$ cat src/core/sfs_pkg.sv
// Purpose: shared constants and types of the paper-feed step sequencer
// Assumes: 20 MHz system clock
// Notes: step times are held in microseconds and scaled to cycles in the controller
package sfs_pkg;

  localparam int CLK_HZ = 20000000;
  localparam int CLK_PER_US_DEF = CLK_HZ / 1000000;
  localparam int STOP_HOLD_US = 65000;
  localparam int START_HOLD_US = 4291;
  localparam int CNT_W = 24;
  localparam int US_W = 13;
  localparam int IDX_W = 7;
  localparam logic [IDX_W-1:0] ACC_LAST_IDX = 7'h51;
  // 926 pps is the fastest table rate still under the 960 pps reverse limit
  localparam logic [IDX_W-1:0] BACK_MAX_IDX = 7'h09;
  localparam logic [1:0] STEPS_PER_LINE_M1 = 2'h3;
  localparam logic [2:0] PHASE_RESET = 3'h0;

  // 81-step acceleration table
  // entry 0 is the start step, entry n the n-th acceleration step
  localparam logic [US_W-1:0] ACC_US_TBL [0:81] = '{
    13'd4291, 13'd4291, 13'd2652, 13'd2048, 13'd1719, 13'd1507, 13'd1357, 13'd1243,
    13'd1153, 13'd1080, 13'd1019, 13'd967, 13'd923, 13'd883, 13'd849, 13'd818,
    13'd790, 13'd765, 13'd742, 13'd721, 13'd702, 13'd684, 13'd668, 13'd652,
    13'd638, 13'd624, 13'd612, 13'd600, 13'd588, 13'd578, 13'd568, 13'd558,
    13'd549, 13'd540, 13'd532, 13'd524, 13'd516, 13'd509, 13'd502, 13'd495,
    13'd489, 13'd483, 13'd477, 13'd471, 13'd466, 13'd460, 13'd455, 13'd450,
    13'd445, 13'd440, 13'd436, 13'd432, 13'd427, 13'd423, 13'd419, 13'd415,
    13'd411, 13'd408, 13'd404, 13'd400, 13'd397, 13'd394, 13'd390, 13'd387,
    13'd384, 13'd381, 13'd378, 13'd375, 13'd372, 13'd370, 13'd367, 13'd364,
    13'd362, 13'd359, 13'd357, 13'd354, 13'd352, 13'd350, 13'd347, 13'd345,
    13'd343, 13'd341};

  typedef enum logic [1:0] {
    SFS_PAUSE = 2'b00,
    SFS_START = 2'b01,
    SFS_RUN = 2'b10,
    SFS_STOP = 2'b11
  } sfs_state_t;

  typedef struct packed {
    logic driverEnableLevel;
    logic phaseInD;
    logic phaseInC;
    logic phaseInB;
    logic phaseInA;
  } sfs_pins_t;

  // phase pattern {d,c,b,a} for steps 1..8 at index 0..7
  function automatic logic [3:0] phasePattern(input logic [2:0] idx);
    case (idx)
      3'h0: phasePattern = 4'h1;
      3'h1: phasePattern = 4'h9;
      3'h2: phasePattern = 4'h8;
      3'h3: phasePattern = 4'ha;
      3'h4: phasePattern = 4'h2;
      3'h5: phasePattern = 4'h6;
      3'h6: phasePattern = 4'h4;
      3'h7: phasePattern = 4'h5;
      default: phasePattern = 4'h0;
    endcase
  endfunction

endpackage

$ cat src/core/sfs_ctrl.sv
// Purpose: host-side sequencer driving the four motor phase pins and the driver enable
// Assumes: command inputs come from logic on clk_sys; pins are plain outputs
// Notes: user picks the speed cap from the drive voltage; long holds shrink via CLK_PER_US
`timescale 1ns/1ps
`default_nettype none
module sfs_ctrl
  import sfs_pkg::*;
#(
  parameter int CLK_PER_US = CLK_PER_US_DEF
)
(
  input wire logic clk_sys,
  input wire logic rst_n,
  input wire logic startReq,
  input wire logic stopReq,
  input wire logic dirBack,
  input wire logic [IDX_W-1:0] capIdx,
  input wire logic slowReq,
  input wire logic [US_W-1:0] slowUs,
  output var sfs_pins_t pins,
  output logic busy,
  output logic stepPulse,
  output logic lineDone,
  output logic [IDX_W-1:0] stepIdx
);

  if (CLK_PER_US < 1 || CLK_PER_US > 255)
  begin : g_bad_rate
    $error("CLK_PER_US must be 1..255");
  end

  function automatic logic [CNT_W-1:0] usToCyc(input logic [16:0] us);
    usToCyc = CNT_W'(us) * CNT_W'(CLK_PER_US);
  endfunction

  // largest index whose time is still longer than us; index 1 if none
  function automatic logic [IDX_W-1:0] reaccelIdx(input logic [US_W-1:0] us);
    reaccelIdx = 7'h01;
    for (int i = 1; i <= 81; i++)
    begin
      if (ACC_US_TBL[i] > us)
      begin
        reaccelIdx = IDX_W'(i);
      end
    end
  endfunction

  ////////////////////////////////////////////////////////////////////////////
  sfs_state_t state_r;
  sfs_state_t state_nxt;
  logic [CNT_W-1:0] cnt_r;
  logic [CNT_W-1:0] cnt_nxt;
  logic [2:0] phaseIdx_r;
  logic [2:0] phaseIdx_nxt;
  logic [IDX_W-1:0] idx_r;
  logic [IDX_W-1:0] idx_nxt;
  logic [US_W-1:0] curUs_r;
  logic [US_W-1:0] curUs_nxt;
  logic slowed_r;
  logic slowed_nxt;
  logic dirBack_r;
  logic [1:0] lineCnt_r;
  logic lineDone_r;
  logic stepPulse_r;
  logic [IDX_W-1:0] capEff;
  logic expire;
  logic advance;
  logic dirEff;

  assign expire = (cnt_r == CNT_W'(1));
  // a restart from the stop step takes its new direction on that very step
  assign dirEff = (state_r == SFS_STOP && startReq) ? dirBack : dirBack_r;

  always_comb
  begin
    capEff = capIdx;
    if (capIdx == '0)
    begin
      capEff = 7'h01;
    end
    else if (capIdx > ACC_LAST_IDX)
    begin
      capEff = ACC_LAST_IDX;
    end
    if (dirBack_r && capEff > BACK_MAX_IDX)
    begin
      capEff = BACK_MAX_IDX;
    end
  end

  ////////////////////////////////////////////////////////////////////////////
  always_comb
  begin
    state_nxt = state_r;
    cnt_nxt = (cnt_r > CNT_W'(1)) ? cnt_r - CNT_W'(1) : cnt_r;
    idx_nxt = idx_r;
    curUs_nxt = curUs_r;
    slowed_nxt = slowed_r;
    advance = 1'b0;
    case (state_r)
      SFS_PAUSE:
      begin
        if (startReq)
        begin
          // hold old phase for start step
          state_nxt = SFS_START;
          cnt_nxt = usToCyc(17'(START_HOLD_US));
          idx_nxt = '0;
        end
      end
      SFS_START:
      begin
        if (stopReq)
        begin
          state_nxt = SFS_STOP;
          cnt_nxt = usToCyc(17'(STOP_HOLD_US));
        end
        else if (expire)
        begin
          state_nxt = SFS_RUN;
          advance = 1'b1;
          idx_nxt = 7'h01;
          curUs_nxt = ACC_US_TBL[1];
          slowed_nxt = 1'b0;
          cnt_nxt = usToCyc(17'(ACC_US_TBL[1]));
        end
      end
      SFS_RUN:
      begin
        if (stopReq)
        begin
          // keep last phase for the stop hold
          state_nxt = SFS_STOP;
          cnt_nxt = usToCyc(17'(STOP_HOLD_US));
        end
        else if (expire)
        begin
          advance = 1'b1;
          if (slowReq)
          begin
            curUs_nxt = slowUs;
            slowed_nxt = 1'b1;
          end
          else
          begin
            if (slowed_r)
            begin
              // resume just slower than the last step
              idx_nxt = reaccelIdx(curUs_r);
            end
            else if (idx_r < capEff)
            begin
              idx_nxt = idx_r + 7'h01;
            end
            if (idx_nxt > capEff)
            begin
              idx_nxt = capEff;
            end
            slowed_nxt = 1'b0;
            curUs_nxt = ACC_US_TBL[idx_nxt];
          end
          cnt_nxt = usToCyc(17'(curUs_nxt));
        end
      end
      SFS_STOP:
      begin
        if (startReq)
        begin
          state_nxt = SFS_RUN;
          advance = 1'b1;
          idx_nxt = 7'h01;
          curUs_nxt = ACC_US_TBL[1];
          slowed_nxt = 1'b0;
          cnt_nxt = usToCyc(17'(ACC_US_TBL[1]));
        end
        else if (expire)
        begin
          state_nxt = SFS_PAUSE;
        end
      end
      default:
      begin
        state_nxt = SFS_PAUSE;
      end
    endcase
  end

  always_comb
  begin
    phaseIdx_nxt = phaseIdx_r;
    if (advance)
    begin
      phaseIdx_nxt = dirEff ? phaseIdx_r - 3'h1 : phaseIdx_r + 3'h1;
    end
  end

  ////////////////////////////////////////////////////////////////////////////
  always_ff @(posedge clk_sys or negedge rst_n)
  begin
    if (!rst_n)
    begin
      state_r <= SFS_PAUSE;
      cnt_r <= '0;
      idx_r <= '0;
      curUs_r <= '0;
      slowed_r <= 1'b0;
    end
    else
    begin
      state_r <= state_nxt;
      cnt_r <= cnt_nxt;
      idx_r <= idx_nxt;
      curUs_r <= curUs_nxt;
      slowed_r <= slowed_nxt;
    end
  end

  // direction only changes while not stepping
  always_ff @(posedge clk_sys or negedge rst_n)
  begin
    if (!rst_n)
    begin
      dirBack_r <= 1'b0;
    end
    else if (startReq && (state_r == SFS_PAUSE || state_r == SFS_STOP))
    begin
      dirBack_r <= dirBack;
    end
  end

  always_ff @(posedge clk_sys or negedge rst_n)
  begin
    if (!rst_n)
    begin
      phaseIdx_r <= PHASE_RESET;
      lineCnt_r <= '0;
      lineDone_r <= 1'b0;
      stepPulse_r <= 1'b0;
    end
    else
    begin
      phaseIdx_r <= phaseIdx_nxt;
      stepPulse_r <= advance;
      lineDone_r <= advance && (lineCnt_r == STEPS_PER_LINE_M1);
      if (advance)
      begin
        lineCnt_r <= lineCnt_r + 2'h1;
      end
    end
  end

  // registered pins, dark and disabled in pause
  always_ff @(posedge clk_sys or negedge rst_n)
  begin
    if (!rst_n)
    begin
      pins <= '0;
    end
    else if (state_nxt == SFS_PAUSE)
    begin
      pins <= '0;
    end
    else
    begin
      pins <= {1'b1, phasePattern(phaseIdx_nxt)};
    end
  end

  // printing may run off these strobes at any speed
  assign busy = (state_r != SFS_PAUSE);
  assign stepPulse = stepPulse_r;
  assign lineDone = lineDone_r;
  assign stepIdx = idx_r;
endmodule
`default_nettype wire

$ cat config.mk
export PLATFORM = sky130hd
export DESIGN_NAME = sfs_ctrl
export DESIGN_NICKNAME = d
export VERILOG_FILES = /design/src/core/sfs_pkg.sv /design/src/core/sfs_ctrl.sv
export SDC_FILE = /design/constraint.sdc
export NUM_CORES = 1
export LEC_CHECK = 0
export BUFFER_PORTS_ARGS = -buffer_cell sky130_fd_sc_hd__buf_2
export CORE_AREA = 2 2 122 148
export CTS_CLUSTER_SIZE = 20
export DETAILED_ROUTE_END_ITERATION = 16
export DIE_AREA = 0 0 124 150
export PLACE_DENSITY = 0.76
export SLEW_MARGIN = 5
export SYNTH_ARGS = -nofsm -noshare
export SYNTH_HDL_FRONTEND = slang
export SYNTH_SLANG_ARGS = --single-unit
$ cat constraint.sdc
create_clock -name clk_sys -period 10.7 [get_ports clk_sys]
set_input_delay 1.07 -clock clk_sys [delete_from_list [all_inputs] [get_ports clk_sys]]
set_output_delay 1.07 -clock clk_sys [all_outputs]
set_load 0.02 [all_outputs]
==> results of run 1 <==
worst min-delay path by stage:
| stage | start | to | depth (start not counted) |
|---|---|---|---|
| 2_1_floorplan | lineCnt_r[0]$_DFFE_PN0P_ | lineCnt_r[0]$_DFFE_PN0P_ | 1 |
| 3_3_place_gp | lineCnt_r[0]$_DFFE_PN0P_ | lineCnt_r[0]$_DFFE_PN0P_ | 1 |
| 3_5_place_dp | lineCnt_r[0]$_DFFE_PN0P_ | lineCnt_r[0]$_DFFE_PN0P_ | 1 |
| 4_1_cts | lineCnt_r[0]$_DFFE_PN0P_ | lineCnt_r[0]$_DFFE_PN0P_ | 1 |
| 5_1_grt | lineCnt_r[0]$_DFFE_PN0P_ | lineCnt_r[0]$_DFFE_PN0P_ | 1 |
| 6_report | lineCnt_r[0]$_DFFE_PN0P_ | lineCnt_r[0]$_DFFE_PN0P_ | 1 |
final cells by class:
| type | instances | area [um^2] |
|---|---|---|
| tap | 220 | 275.3 |
| fill | 1675 | 8150 |
| sequential | 60 | 1501 |
| clock inverter | 6 | 42.54 |
| inverter | 33 | 123.9 |
| clock buffer | 9 | 225.2 |
| multi-input combinational | 980 | 6407 |
| timing repair buffer | 82 | 515.5 |
sequential cells by signal, indices dropped and copies added, names as in the netlist:
name and flops:
cnt_r 24, curUs_r 13, stepIdx 7, pins 5, phaseIdx_r 3, lineCnt_r 2, state_r 2, dirBack_r 1
lineDone 1, slowed_r 1, stepPulse 1
logic make-up after synthesis:
logic type / share of synthesized area [%]
adders and majority gates: 8.146
muxes: 0.9923
xor gates and xnor gates: 3.940
AOI/OAI and AO/OA: 34.52
and+or+nand+nor: 28.18
buffers and inverters: 6.443
DFF: 17.77
metrics by stage:
stage | hold slack, ns | cells | area, um^2 | utilization (%) | worst slack [ns]
final | 0.4894 | 1390 | 9091 | 52.73 | 0.6711
after global routing | 0.4920 | 1390 | 9091 | 52.73 | 0.2592
after CTS | 0.4849 | 1390 | 9091 | 52.73 | 1.093
after detailed placement | 0.4773 | 1375 | 8823 | 51.18 | 0.8990
after global placement | 0.4644 | 1375 | 8823 | 51.18 | 1.048
after floorplan | 0.4480 | 1170 | 8448 | - | 1.518
layer usage:
layer / vias up / part of all wire, % / global-route usage [%] / wire length (um)
li1: 4445 / - / - / -
met5: - / 0 / 0 / 0
met2: 703 / 47 / 57.83 / 14900
met3: 203 / 8.6 / 6.364 / 2709
met1: 4603 / 36 / 40.75 / 11420
met4: 0 / 8.0 / 22.64 / 2511
Yosys cell counts, types with 14 or more instances:
library cell,instances
clkbuf_1,50
o31ai_1,23
nor2_1,109
and3_1,16
inv_1,31
nand4_1,16
a211oi_1,21
a31oi_1,20
o211ai_1,14
a21oi_1,86
dfrtp_1,60
buf_2,39
nand2b_1,14
nor3_1,39
ha_1,51
nand2_1,120
o21ai_0,90
xnor2_1,28
nand3_1,34
==> run_results.csv, run 1 <==
group,metric,value,unit
yosys,netlist_area,0.008448,mm^2
die,dieArea,0.01860,mm^2
placement,dp_hpwl,23220,um
placement,routabilityCongestion,1.070,
cts,root_buffer,"clkbuf_16",
critical_path,crit_top_cell,"a21oi_1",
critical_path,crit_end,"cnt_r[17]$_DFF_PN0_",
sta,worst_pin_slew,1.289,ns
finish,final_common_cell,"nand2_1",
critical_path,path_max_fanout,23,
sta,maxSlewHeadroom,13.52,%
die,core-area,0.01724,mm^2
route,wl_per_cell,22.69,um
global_route,grt_pass1_wl,50730,um
cts,clkSinkCount,60,
finish,layout-drive-gt1-share,11.71,%
yosys,ys.flop_type,"dfrtp_1",
critical_path,crit_path_start,"curUs_r[2]$_DFFE_PN0P_",
finish,num_antenna_cells,0,
critical_path,worstSetupPathDepth,39,
cts,clockBufferDepth,2,
critical_path,end_kind,"flop",
critical_path,crit_buf_inv,3,
sta,period_share,93.73,%
cts,cts_tree,"done",
die,rows,53,
cts,cts_setup_buffers,0,
yosys,synthCells,1170,
sta,setup-violations-final,0,
sta,min_period,10.03,ns
yosys,synth_cell_types,97,
critical_path,cp_slowest_cell,"a311oi_1",
outcome,status,"complete, no violations",
route,ant_nets,0,
route,dr.pass1.iters,6,
sta,max_freq,99.71,MHz
critical_path,cp_data_arrival_time,10.23,ns
global_route,grt_max_degree,61,
global_route,groute.usage.overall,34.85,%
yosys,synth_area_leader_cell,"dfrtp_1",
critical_path,critPathTopFamily,"compound AO/OA/AOI/OAI gates",
sta,tns,0,ns
global_route,grt_overflow,0,
critical_path,crit_type,"flop to flop",
min_path,hold_class,"flop to flop",
global_route,grt_pass1_vias,9399,
route,wl,31540,um
yosys,syn_nets,1249,
route,drt_iter0_drc,1808,
critical_path,timing.rr.end,"cnt_r[17]$_DFF_PN0_",
yosys,synth-edff-count,0,
yosys,avgSynthCellArea,7.221,um^2
route,num_vias,9954,
route,drc,0,
die,initial_core_util,49.00,%
cts,cts.reportedPaths.clkPinSlew,0.06,ns
die,die_w,124,um
critical_path,ff2ff_setup_slack,0.67,ns
yosys,post-synth-top-area-fraction,17.77,%
route,via_per_inst,7.161,
yosys,synth-seq-cells,60,
finish,nets,1245,
cts,cts_resized,0,
die,die_h,150,um
sta,finalHoldViolations,0,
sta,slew_violations,0,
critical_path,ff2ff_path_depth,39,
critical_path,r2r-start,"curUs_r[2]$_DFFE_PN0P_",
cts,cts_buffers,9,
cts,clock_latency,0.34,ns
yosys,synth.yosys.warnings,0,
finish,final_cell_mix,"120 x nand2_1, 109 x nor2_1, 90 x o21ai_0",
cts,htreeDepth,3,
yosys,ys_seq_area_share,17.77,%
yosys,postSynth.asyncResetShare,100.0,%
yosys,synthTopCellsByArea,"dfrtp_1 18%, ha_1 7.6%, nand2_1 5.3%",
sta,rsz0062_at_grt,"false",
critical_path,critPathLaunchType,"flop",
global_route,antenna_found_initial,0,
die,ios,41,
sta,skew,0.006973,ns
critical_path,critical_path_required,10.90,ns
placement,port_buffers,40,
finish,syn_to_final_growth,7.613,%
cts,cts-hold-fix-buffers,0,
critical_path,cp_slowest_stage_delay,1.07,ns
run,cap_violations,0,
Power of run 1 is left out: the tool's default activity adds up to more than one toggle a clock period on the data nets, which glitch-free logic cannot reach.
==> run 2: changes to the inputs <==
clock period = 10.95 ns   (was 10.7 ns; I/O delays follow)
==> run 2 against run 1 <==
Compared with the run above: count of clock-buffer cells in the layout grew 1; critical path type unchanged; design area shrank 0.67%; worst hold slack gained 0.0035 ns; via count shrank 0.73%.
==> run_results.csv, run 2 (same netlist as run 1, synthesis figures left out) <==
group,metric,value,unit
cts,cts_tree,"done",
cts,cts.reportedPaths.clkPinSlew,0.06,ns
die,dieArea,0.01860,mm^2
sta,slew_violations,0,
finish,largest-register,"cnt_r",
finish,final_common_cell,"nand2_1",
cts,htreeDepth,3,
global_route,grt_pass1_wl,49070,um
sta,finalHoldViolations,0,
global_route,grt_pass1_vias,9343,
placement,routabilityCongestion,1.056,
route,num_vias,9881,
finish,layout-drive-gt1-share,11.02,%
run,cap_violations,0,
placement,dp.cells,1365,
critical_path,critPathTopFamily,"compound AO/OA/AOI/OAI gates",
route,ant_nets,0,
cts,clockBufferDepth,2,
critical_path,crit_type,"flop to flop",
sta,max_freq,100.4,MHz
finish,multi_input_area,0.006407,mm^2
route,wl_per_cell,22.19,um
cts,root_buffer,"clkbuf_16",
finish,final_cell_mix,"120 x nand2_1, 109 x nor2_1, 90 x o21ai_0",
sta,skew,0.007961,ns
placement,port_buffers,40,
placement,place_area,0.008748,mm^2
cts,clkSinkCount,60,
global_route,grt_max_degree,61,
route,wl,30670,um
global_route,groute.usage.overall,33.67,%
die,initial_core_util,49.00,%
sta,rsz0062_at_grt,"false",
sta,worst_pin_slew,1.022,ns
sta,setup-violations-final,0,
global_route,grt_overflow,0,
sta,period_share,90.98,%
critical_path,crit_top_cell,"a21oi_1",
finish,syn_to_final_growth,6.887,%
cts,cts_resized,0,
placement,dp_slack,0.8891,ns
critical_path,critPathLaunchType,"flop",
die,die_h,150,um
critical_path,end_kind,"flop",
critical_path,critical_path_required,11.15,ns
cts,cts_setup_buffers,0,
finish,fin_cells,1382,
route,drc,0,
outcome,status,"complete, no violations",
finish,final_area,0.009030,mm^2
finish,nFillCells,1688,
critical_path,cp_data_arrival_time,10.16,ns
cts,clock_latency,0.33,ns
route,drt_iter0_drc,1558,
route,via_per_inst,7.150,
die,rows,53,
global_route,antenna_found_initial,1,
cts,cts-hold-fix-buffers,0,
die,die_w,124,um
die,ios,41,
die,core-area,0.01724,mm^2
sta,tns,0,ns
sta,min_period,9.962,ns
finish,largest_reg_flops,24,
cts,cts_buffers,9,
finish,seq_area,0.001501,mm^2
critical_path,path_max_fanout,26,
critical_path,cp_slowest_stage_delay,0.90,ns
critical_path,cp_slowest_cell,"dfrtp_1",
finish,nets,1235,
sta,finalWorstSetupSlack,0.9881,ns
route,dr.pass1.iters,6,
min_path,hold_class,"flop to flop",
sta,maxSlewHeadroom,31.87,%
critical_path,crit_buf_inv,1,
placement,dp_hpwl,22240,um
## run 2: cell count changes in the layout (fill, tap and decap cells not counted), sizes merged
| cell | delta |
|---|---|
| buf | -10 |
| clkbuf | +1 |
| clkinv | +1 |
| clkinvlp | -1 |
| diode | +1 |
## run 2: final timing paths
check / from / endpoint / slack [ns] / depth (start not counted)
max reg2reg: curUs_r[3]$_DFFE_PN0P_ / cnt_r[17]$_DFF_PN0_ / 0.99 / 37
min in group asynchronous: rst_n / phaseIdx_r[2]$_DFF_PN0_ / 0.92 / 2
max: curUs_r[3]$_DFFE_PN0P_ / cnt_r[17]$_DFF_PN0_ / 0.99 / 37
min reg2reg: lineCnt_r[0]$_DFFE_PN0P_ / lineCnt_r[0]$_DFFE_PN0P_ / 0.49 / 1
min: lineCnt_r[0]$_DFFE_PN0P_ / lineCnt_r[0]$_DFFE_PN0P_ / 0.49 / 1
max in group asynchronous: rst_n / curUs_r[6]$_DFFE_PN0P_ / 9.54 / 2
## run 2: layout make-up
cell class / count / share of cell area [%]
antenna: 1 / 0.02771
clock buffer: 10 / 2.647
clock inverter: 6 / 0.4434
inverter: 33 / 1.372
multi-input combinational: 980 / 70.96
sequential: 60 / 16.63
tap: 220 / 3.048
timing repair buffer: 72 / 4.877
## run 2: per-layer routing
layer	routed length, um	GRT usage, %	vias up
li1	-	-	4444
met1	11400	37.98	4599
met2	14160	54.07	657
met3	2784	10.25	181
met4	2324	22.87	0
met5	0	0	-
## run 2: through the flow
step | util, % | hold WS (ns)
after floorplan | - | 0.4480
after global placement | 50.74 | 0.4643
after detailed placement | 50.74 | 0.4787
after CTS | 52.36 | 0.4870
after global routing | 52.36 | 0.5056
final | 52.37 | 0.4929
Power of run 2 is left out for the same reason.
